### src/hdl/wdcs_pkg.sv
// package: register map, codes and reset values of the watchdog control block
package wdcs_pkg;
  // register indices; byte address is four times the index
  localparam logic [11:0] WDCS_IDX_CTRL = 12'hFD4; // watchdog_control_register
  localparam logic [11:0] WDCS_IDX_CODE = 12'hFD5; // control_code_register
  localparam logic [11:0] WDCS_IDX_CNT = 12'hFD6; // counter_monitor_register
  localparam logic [11:0] WDCS_IDX_STAT = 12'hFD7; // watchdog_status_register
  localparam int WDCS_AW = 16; // bus address width
  // control register field positions
  localparam int WDCS_CTRL_ACT = 0; // overflow_action_select
  localparam int WDCS_CTRL_WIN = 1; // clear_window_select, 2 bits
  localparam int WDCS_CTRL_PER = 3; // overflow period select, 2 bits
  localparam int WDCS_CTRL_EN = 7; // watchdog_enable_bit
  localparam logic [7:0] WDCS_CTRL_MASK = 8'h9F; // implemented control bits
  localparam logic [7:0] WDCS_CTRL_RST = 8'h80; // enabled, window 00, action irq
  // control codes
  localparam logic [7:0] WDCS_CODE_CLEAR = 8'h4E;
  localparam logic [7:0] WDCS_CODE_DISABLE = 8'hB1;
  // status register
  localparam logic [4:0] WDCS_STAT_HI = 5'h0B; // bits 7..3 read constant
  localparam logic WDCS_RUN_RST = 1'b1; // enabled once warm-up has ended
  localparam logic [7:0] WDCS_CNT_RST = 8'h00;
  localparam logic [7:0] WDCS_CNT_MAX = 8'hFF;
  // window thresholds for selections 01, 10, 11
  localparam logic [7:0] WDCS_WIN1 = 8'h80;
  localparam logic [7:0] WDCS_WIN2 = 8'hC0;
  localparam logic [7:0] WDCS_WIN3 = 8'hE0;
  // clocks per source tick at period select 00
  localparam int WDCS_BASE_DIV = 1024;
  localparam logic [1:0] WDCS_RESP_OKAY = 2'b00;
  localparam logic [1:0] WDCS_RESP_SLVERR = 2'b10;
endpackage

### src/hdl/wdcs_tick_div.sv
// source clock divider: one-cycle tick at a selectable rate
`timescale 1ns/1ps
module wdcs_tick_div #(
  parameter int BASE_DIV = 1024,
  parameter int CW = 24
) (
  input wire logic clk,
  input wire logic rstn,
  input wire logic run,
  input wire logic [1:0] sel,
  output logic tick
);
  logic [CW-1:0] cnt_q; // cycles since last tick
  logic [CW-1:0] lim; // terminal count for the selected rate

  // each select step slows the tick by four
  always_comb begin
    lim = CW'((BASE_DIV << (2 * sel)) - 1);
  end

  // count only while running, hold otherwise
  always_ff @(posedge clk or negedge rstn) begin
    if (!rstn) begin
      cnt_q <= '0;
    end else if (run) begin
      if (cnt_q >= lim) begin
        cnt_q <= '0;
      end else begin
        cnt_q <= cnt_q + CW'(1);
      end
    end
  end

  assign tick = run && (cnt_q >= lim);
endmodule

### src/hdl/wdcs_top.sv
// watchdog control codes, counter readback and status behind an AXI4-Lite slave
//
// How it works
// overflow with action 1 requests reset
// reset request restarts whole chip, warm-up
// clear code zeroes counter, counting continues
// disable code stops watchdog when enable 0
// clear beats simultaneous overflow
// software clears in time and in window
// counter monitor reads live counter value
// run flag shows enabled state
// overflow interrupt sets overflow cause flag
// out-of-window clear sets window cause flag
// status read clears both cause flags
// set beats clear on status read
// action 0 overflow gives nmi, keeps counting
// out-of-window clear raises irq, no clear
// enabled after warm-up; disable zeroes counter
// disable code beats simultaneous overflow
// other codes change nothing
// counter holds in stop, idle, sleep
`timescale 1ns/1ps
module wdcs_top
  import wdcs_pkg::*;
#(
  parameter int BASE_DIV = wdcs_pkg::WDCS_BASE_DIV
) (
  input wire logic clk,
  input wire logic rstn,
  input wire logic low_power_hold,
  output logic wdt_reset_req,
  output logic wdt_nmi_req,
  input wire logic [wdcs_pkg::WDCS_AW-1:0] s_axi_awaddr,
  input wire logic [2:0] s_axi_awprot,
  input wire logic s_axi_awvalid,
  output logic s_axi_awready,
  input wire logic [31:0] s_axi_wdata,
  input wire logic [3:0] s_axi_wstrb,
  input wire logic s_axi_wvalid,
  output logic s_axi_wready,
  output logic [1:0] s_axi_bresp,
  output logic s_axi_bvalid,
  input wire logic s_axi_bready,
  input wire logic [wdcs_pkg::WDCS_AW-1:0] s_axi_araddr,
  input wire logic [2:0] s_axi_arprot,
  input wire logic s_axi_arvalid,
  output logic s_axi_arready,
  output logic [31:0] s_axi_rdata,
  output logic [1:0] s_axi_rresp,
  output logic s_axi_rvalid,
  input wire logic s_axi_rready
);
  import wdcs_pkg::*;

  // word index of a byte address
  function automatic logic [11:0] idx_of(input logic [WDCS_AW-1:0] a);
    return a[13:2];
  endfunction

  logic aw_ok_q; // write address held
  logic w_ok_q; // write data held
  logic [11:0] aw_idx_q; // held write index
  logic [7:0] wdat_q; // held low data byte
  logic wstb_q; // low byte lane enabled
  logic bvalid_q;
  logic [1:0] bresp_q;
  logic rvalid_q;
  logic [1:0] rresp_q;
  logic [31:0] rdata_q;
  logic wr_fire; // one-cycle register write
  logic rd_fire; // read address accepted
  logic [11:0] rd_idx; // read index
  logic [7:0] ctrl_q; // watchdog_control_register
  logic run_q; // run_state_flag
  logic [7:0] cnt_q; // 8-bit up counter
  logic ovf_flag_q; // overflow_cause_flag
  logic win_flag_q; // window_violation_cause_flag
  logic rst_req_q;
  logic nmi_q;
  logic tick; // source clock enable
  logic code_wr; // write to control code register
  logic clr_code; // clear code written
  logic dis_code; // disable code written
  logic in_window; // clear permitted now
  logic clr_ok; // accepted clear
  logic clr_bad; // clear outside window
  logic dis_ok; // accepted disable
  logic ovf; // raw overflow
  logic ovf_det; // overflow not masked by code write
  logic stat_rd; // status register read
  logic ctrl_wr; // write to control register

  // ---- bus handshakes ----
  // one write and one read may be in flight at once
  // each ready drops while its half is held, so a second
  // address or data word waits until the write executes
  // the write executes one cycle after both halves are held
  // and the response is raised on that same edge
  // a read is answered on the same edge that takes its address;
  // arready stays low until the read data is accepted
  // only data lane 0 matters: every register is one byte
  assign s_axi_awready = !aw_ok_q;
  assign s_axi_wready = !w_ok_q;
  assign s_axi_arready = !rvalid_q;
  assign s_axi_bvalid = bvalid_q;
  assign s_axi_bresp = bresp_q;
  assign s_axi_rvalid = rvalid_q;
  assign s_axi_rresp = rresp_q;
  assign s_axi_rdata = rdata_q;
  assign wr_fire = aw_ok_q && w_ok_q && !bvalid_q;
  assign rd_fire = s_axi_arvalid && !rvalid_q;
  assign rd_idx = idx_of(s_axi_araddr);

  // capture write address and data in either order
  always_ff @(posedge clk or negedge rstn) begin
    if (!rstn) begin
      aw_ok_q <= 1'b0;
      w_ok_q <= 1'b0;
      aw_idx_q <= '0;
      wdat_q <= '0;
      wstb_q <= 1'b0;
    end else begin
      if (s_axi_awvalid && !aw_ok_q) begin
        aw_ok_q <= 1'b1;
        aw_idx_q <= idx_of(s_axi_awaddr);
      end else if (wr_fire) begin
        aw_ok_q <= 1'b0;
      end
      if (s_axi_wvalid && !w_ok_q) begin
        w_ok_q <= 1'b1;
        wdat_q <= s_axi_wdata[7:0];
        wstb_q <= s_axi_wstrb[0];
      end else if (wr_fire) begin
        w_ok_q <= 1'b0;
      end
    end
  end

  // writes outside the map are answered with an error
  // and change nothing
  // write response, error on unmapped index
  always_ff @(posedge clk or negedge rstn) begin
    if (!rstn) begin
      bvalid_q <= 1'b0;
      bresp_q <= WDCS_RESP_OKAY;
    end else if (wr_fire) begin
      bvalid_q <= 1'b1;
      if (aw_idx_q >= WDCS_IDX_CTRL && aw_idx_q <= WDCS_IDX_STAT) begin
        bresp_q <= WDCS_RESP_OKAY;
      end else begin
        bresp_q <= WDCS_RESP_SLVERR;
      end
    end else if (s_axi_bready) begin
      bvalid_q <= 1'b0;
    end
  end

  // reads never change state except the status read, which
  // clears the cause flags in the flag process below
  // read data mux, registered
  always_ff @(posedge clk or negedge rstn) begin
    if (!rstn) begin
      rvalid_q <= 1'b0;
      rresp_q <= WDCS_RESP_OKAY;
      rdata_q <= '0;
    end else if (rd_fire) begin
      rvalid_q <= 1'b1;
      rresp_q <= WDCS_RESP_OKAY;
      unique case (rd_idx)
        WDCS_IDX_CTRL: rdata_q <= {24'h000000, ctrl_q};
        WDCS_IDX_CODE: rdata_q <= '0; // write-only
        WDCS_IDX_CNT: rdata_q <= {24'h000000, cnt_q};
        WDCS_IDX_STAT: rdata_q <= {24'h000000, WDCS_STAT_HI, ovf_flag_q, win_flag_q, run_q};
        default: begin
          rdata_q <= '0;
          rresp_q <= WDCS_RESP_SLVERR;
        end
      endcase
    end else if (s_axi_rready) begin
      rvalid_q <= 1'b0;
    end
  end

  // ---- watchdog decode ----
  // priorities inside one cycle, highest first:
  //   accepted disable clears the counter and stops it
  //   accepted clear zeroes the counter
  //   otherwise a source tick advances it
  // an overflow seen together with an accepted clear or any
  // disable code is dropped, so no request and no flag follow
  // a clear outside the window leaves the counter running
  // and raises the interrupt request instead
  // a clear while stopped is ignored altogether
  assign code_wr = wr_fire && wstb_q && (aw_idx_q == WDCS_IDX_CODE);
  assign clr_code = code_wr && (wdat_q == WDCS_CODE_CLEAR);
  assign dis_code = code_wr && (wdat_q == WDCS_CODE_DISABLE);
  assign stat_rd = rd_fire && (rd_idx == WDCS_IDX_STAT);
  assign ctrl_wr = wr_fire && wstb_q && (aw_idx_q == WDCS_IDX_CTRL);

  // a larger selection opens the window later in the count,
  // leaving a shorter span in which a clear is accepted
  // clear window by selection, 00 allows any time
  always_comb begin
    unique case (ctrl_q[WDCS_CTRL_WIN +: 2])
      2'b00: in_window = 1'b1;
      2'b01: in_window = (cnt_q >= WDCS_WIN1);
      2'b10: in_window = (cnt_q >= WDCS_WIN2);
      2'b11: in_window = (cnt_q >= WDCS_WIN3);
    endcase
  end

  assign clr_ok = clr_code && run_q && in_window;
  assign clr_bad = clr_code && run_q && !in_window;
  assign dis_ok = dis_code && !ctrl_q[WDCS_CTRL_EN];
  assign ovf = run_q && tick && (cnt_q == WDCS_CNT_MAX);
  // a clear or a disable code in the same cycle masks the overflow
  assign ovf_det = ovf && !clr_ok && !dis_code;

  // the divider keeps its phase across clears, so a clear
  // restarts the count but not the tick spacing; the first
  // period after a clear may be up to one tick short
  // holding the divider in low-power modes freezes both
  // source tick, halted in low-power modes
  wdcs_tick_div #(
    .BASE_DIV(BASE_DIV)
  ) u_div (
    .clk(clk),
    .rstn(rstn),
    .run(run_q && !low_power_hold),
    .sel(ctrl_q[WDCS_CTRL_PER +: 2]),
    .tick(tick)
  );

  // control register, enable forced on at reset release
  always_ff @(posedge clk or negedge rstn) begin
    if (!rstn) begin
      ctrl_q <= WDCS_CTRL_RST;
    end else if (ctrl_wr) begin
      ctrl_q <= wdat_q & WDCS_CTRL_MASK;
    end
  end

  // clearing the enable bit alone does not stop the watchdog;
  // it only arms the disable code
  // run state: disable code off, enable bit write on
  always_ff @(posedge clk or negedge rstn) begin
    if (!rstn) begin
      run_q <= WDCS_RUN_RST;
    end else if (dis_ok) begin
      run_q <= 1'b0;
    end else if (ctrl_wr && wdat_q[WDCS_CTRL_EN]) begin
      run_q <= 1'b1;
    end
  end

  // the counter wraps from its top value back to zero, so an
  // interrupt-mode overflow keeps the watchdog counting
  // up counter; other codes leave it alone
  always_ff @(posedge clk or negedge rstn) begin
    if (!rstn) begin
      cnt_q <= WDCS_CNT_RST;
    end else if (dis_ok) begin
      cnt_q <= WDCS_CNT_RST;
    end else if (clr_ok) begin
      cnt_q <= WDCS_CNT_RST;
    end else if (run_q && tick) begin
      cnt_q <= cnt_q + 8'h01; // wraps, keeps counting
    end
  end

  // requests are registered so the outputs are glitch free;
  // each lasts exactly one cycle and the receiver must latch it
  // a reset request is left to the system to act on; this
  // block only raises it and keeps counting until reset
  // request pulses: reset or non-maskable interrupt
  always_ff @(posedge clk or negedge rstn) begin
    if (!rstn) begin
      rst_req_q <= 1'b0;
      nmi_q <= 1'b0;
    end else begin
      rst_req_q <= ovf_det && ctrl_q[WDCS_CTRL_ACT];
      nmi_q <= (ovf_det && !ctrl_q[WDCS_CTRL_ACT]) || clr_bad;
    end
  end

  assign wdt_reset_req = rst_req_q;
  assign wdt_nmi_req = nmi_q;

  // flags are read-to-clear; a set in the same cycle as the
  // status read wins so no cause is ever lost, the read then
  // returns the old value and the next read shows the flag
  // a reset-mode overflow leaves no flag behind, since the
  // chip reset that follows clears this block anyway
  // cause flags: set wins over read-clear
  always_ff @(posedge clk or negedge rstn) begin
    if (!rstn) begin
      ovf_flag_q <= 1'b0;
      win_flag_q <= 1'b0;
    end else begin
      if (ovf_det && !ctrl_q[WDCS_CTRL_ACT]) begin
        ovf_flag_q <= 1'b1;
      end else if (stat_rd) begin
        ovf_flag_q <= 1'b0;
      end
      if (clr_bad) begin
        win_flag_q <= 1'b1;
      end else if (stat_rd) begin
        win_flag_q <= 1'b0;
      end
    end
  end
endmodule

### config.mk
export PLATFORM = sky130hd
export DESIGN_NAME = wdcs_top
export DESIGN_NICKNAME = d
export VERILOG_FILES = /design/src/hdl/wdcs_pkg.sv /design/src/hdl/wdcs_tick_div.sv /design/src/hdl/wdcs_top.sv
export SDC_FILE = /design/constraint.sdc
export NUM_CORES = 1
export LEC_CHECK = 0
export ABC_AREA = 1
export CORE_ASPECT_RATIO = 1.2
export CORE_MARGIN = 3
export CORE_UTILIZATION = 45
export DETAILED_ROUTE_END_ITERATION = 12
export DONT_BUFFER_PORTS = 1
export GPL_ROUTABILITY_DRIVEN = 0
export HOLD_SLACK_MARGIN = 0.15
export PLACE_DENSITY = 0.59
export SETUP_SLACK_MARGIN = 0.05
export SLEW_MARGIN = 20
export SYNTH_ARGS = -nofsm -noshare
export SYNTH_HDL_FRONTEND = slang
export SYNTH_SLANG_ARGS = --single-unit
export TNS_END_PERCENT = 5
### constraint.sdc
create_clock -name clk -period 2.8 [get_ports clk]
set_input_delay 0.14 -clock clk [delete_from_list [all_inputs] [get_ports clk]]
set_output_delay 0.14 -clock clk [all_outputs]
set_load 0.005 [all_outputs]
==> impl_metrics.csv <==
group,metric,value,unit
status,status,"finished, final reports clean",
yosys,synthArstFlopShare,100.0,%
yosys,yosysSeqAreaShare,42.46,%
clock_network,clock_latency,330,ps
timing,setup_viol,0,
hold_path,min_path_type,"input pin to flip-flop",
global_routing,grt_max_degree,79,
worst_setup_path,critPathCaptureType,"flip-flop",
floorplanning,ios,125,
worst_setup_path,crit_slowest_cell,"dfrtp_1",
detailed_routing,viasPerCell,4.926,
yosys,synth_area_leader_cell,"dfrtp_1",
floorplanning,fp.dieH,116.8,um
global_routing,track_usage,17.70,%
clock_network,htreeDepth,3,
timing,tns,0,ps
worst_setup_path,cpMostUsedCell,"nand2_1",
placed_design,dp_hpwl,7153,um
yosys,synth_area_leaders,"dfrtp_1 (41%), nand2_1 (11%), inv_1 (6.4%), nor2_1 (5.6%), ha_1 (4.6%)",
floorplanning,die-area,11480,um2
yosys,ys_seq_elements,78,
timing,drv_slew,0,
worst_setup_path,arrival,2730,ps
detailed_routing,vias,3650,
finish,final_core_util,53.85,%
detailed_routing,ant_nets,0,
yosys,syn_avg_cell_area,7.896,um2
finish,final_area,5255,um2
finish,diodes,0,
detailed_routing,drt_iter0_markers,111,
clock_network,cts-root-buf,"clkbuf_16",
floorplanning,start_util,47.17,%
placed_design,placed_area,4611,um2
detailed_routing,avgRoutedWirePerCell,13.10,um
clock_network,clockBufferDepth,2,
yosys,postSynthCellCount,583,
finish,layout-drive-gt1-share,9.871,%
job,maxCapViolations,0,
floorplanning,rows,39,
clock_network,path_clk_slew,60,ps
pwr,leakage,2.594,nW
yosys,ys.flop_type,"dfrtp_1",
timing,fin_skew,10.04,ps
global_routing,grt_pass1_wl,16360,um
placed_design,dp.cells,698,
timing,hold_violations,0,
clock_network,cts_buffers,9,
worst_setup_path,path_cells,"nor2_2 -> inv_1 -> ha_1 -> nand2_1 -> ha_1 -> nand2_1 -> inv_1 -> nand2_1 -> nor2_1 -> nand3_1 -> nand3_4 -> nand2_8 -> inv_2 -> nor2_1",
timing,timing.fmax,397.0,MHz
pwr,power.total,3.176,mW
yosys,yosysUniqueCellTypes,45,
finish,stdcell_count,741,
worst_setup_path,required,3010,ps
yosys,synth_top_area_share,41.32,%
floorplanning,coreArea,9759,um2
worst_setup_path,cp-start-kind,"flip-flop",
detailed_routing,first_pass_iters,4,
pwr,powerDensity,604.4,nW/um2
finish,finalNetCount,712,
timing,slew_headroom,58.88,%
timing,fin_crit_sh,89.96,%
placed_design,dp_slack,94.51,ps
timing,tightest_slew,612.1,ps
timing,rsz0062_at_grt,"yes",
clock_network,cts_tree,"yes",
worst_setup_path,slowest_delay,510,ps
yosys,yosysWarnings,0,
timing,whs,163.3,ps
timing,fin_ws,281.1,ps
placed_design,port_buffers,0,
global_routing,antenna_found_initial,0,
detailed_routing,drc,0,
timing,fin_crit,2519,ps
pwr,vdd_ir_drop_max,568.4,uV
worst_setup_path,critPathKind,"flip-flop to flip-flop",
yosys,netlist_area,4603,um2
finish,area_delta_synth_final,14.16,%
yosys,synth-edff-count,0,
worst_setup_path,critPathMaxFanout,17,
global_routing,grt_pass1_vias,3628,
global_routing,grt_remaining_overflow,0,
floorplanning,die_x,98.33,um
clock_network,clock_sinks,78,
detailed_routing,wl,9708,um
[kinds of logic (layout without fill, tap and decap cells)]
kind of cell	count (synthesis)	count (layout)	synth area share (%)
and+or+nand+nor	286	286	28.11
buffers and inverters	115	125	11.93
DFF	78	78	42.46
AOI/OAI and AO/OA	60	60	7.312
adders and majority gates	17	17	4.621
xor gates and xnor gates	13	13	2.474
muxes	12	12	2.936
other	2	27	0.1631
[layout make-up]
class | count | area, um2
Fill cell | 938 | 4504
Multi-Input combinational cell | 415 | 2216
Sequential cell | 78 | 1954
Inverter | 82 | 309.0
Timing Repair Buffer | 27 | 287.8
Clock buffer | 12 | 256.5
Tap cell | 123 | 153.9
Clock inverter | 4 | 77.57
[Yosys cell counts, types with 2 or more instances]
library cell,count
xor2_1,10
dfstp_2,2
buf_2,3
nand2_1,129
o21ai_1,5
o21ai_0,23
nand2_2,5
mux2_2,12
xnor2_1,3
nor3_1,12
conb_1,2
inv_2,3
inv_1,78
nand2_4,2
o31ai_1,2
a21oi_1,19
nand3_1,39
buf_4,26
clkbuf_1,2
nor3_4,2
nor2_2,7
o221ai_1,2
dfrtp_1,76
buf_6,2
nor2_4,2
nand3_2,3
nand4_1,10
nor2_1,69
ha_1,17
[power by group]
part	internal, mW	switching (mW)
sequential	1.30	0.106
clock	0.835	0.471
combinational	0.190	0.269
total	2.33	0.847
[cells in the final DEF, fill, tap and decap left out, types with 2 or more instances in the layout]
cell type,instances
inv_1,78
nor2_2,8
nand4_1,10
nor3_4,2
nand2_1,129
nor3_1,12
o221ai_1,2
clkbuf_8,2
nand2_2,5
a21oi_1,18
nand3_2,2
nor2_1,68
dfstp_2,2
o21ai_1,5
nor2_4,2
clkbuf_16,9
mux2_2,12
bufinv_16,2
inv_2,3
dlygate4sd3_1,26
ha_1,17
dfrtp_1,76
xor2_1,10
nand3_1,39
xnor2_1,3
o21ai_0,23
o31ai_1,2
conb_1,27
[flip-flops by register name (all words and copies together), names as in the netlist]
name	count
aw_ok_q	1
s_axi_rvalid	1
u_div.cnt_q	24
s_axi_rresp	1
cnt_q	8
w_ok_q	1
wdt_nmi_req	1
aw_idx_q	12
wstb_q	1
s_axi_rdata	8
wdt_reset_req	1
ctrl_q	6
win_flag_q	1
s_axi_bresp	1
s_axi_bvalid	1
ovf_flag_q	1
run_q	1
wdat_q	8
[per-layer routing]
layer	GRT usage [%]	part of all wire [%]
met1	20.70	42
met3	2.964	2.8
met2	32.03	53
met5	0	0
met4	8.015	1.9
[what timing repair did]
item                                    CTS  global route
endpoints found under the setup margin    0            21
resized for setup                         0             4
hold buffers                             27             0
setup buffers                             0             0
endpoints found under the hold margin   106             0
[path summary, 6_finish.rpt]
| kind | slack (ps) | start | cells past startpoint | end |
|---|---|---|---|---|
| max in group asynchronous | 2080 | rstn | 2 | ctrl_q[7]$_DFFE_PN1P_ |
| worst max-delay path | 280 | ctrl_q[3]$_DFFE_PN0P_ | 14 | u_div.cnt_q[23]$_DFFE_PN0P_ |
| worst min-delay path | 160 | s_axi_araddr[10] | 4 | s_axi_rresp[1]$_DFFE_PN0P_ |
| worst min register to register | 480 | ctrl_q[7]$_DFFE_PN1P_ | 2 | ctrl_q[7]$_DFFE_PN1P_ |
| worst max register to register | 280 | ctrl_q[3]$_DFFE_PN0P_ | 14 | u_div.cnt_q[23]$_DFFE_PN0P_ |
| min in group asynchronous | 340 | rstn | 2 | u_div.cnt_q[12]$_DFFE_PN0P_ |
[worst max-delay path, delay by kind of cell (launching register included)]
kind                     cells  cell delay (ps)
AND/OR/NAND/NOR              9             1070
flip-flops                   1              510
adder cells (fa/ha/maj)      2              460
buffers and inverters        3              350
(Power assumes the default switching activity.)
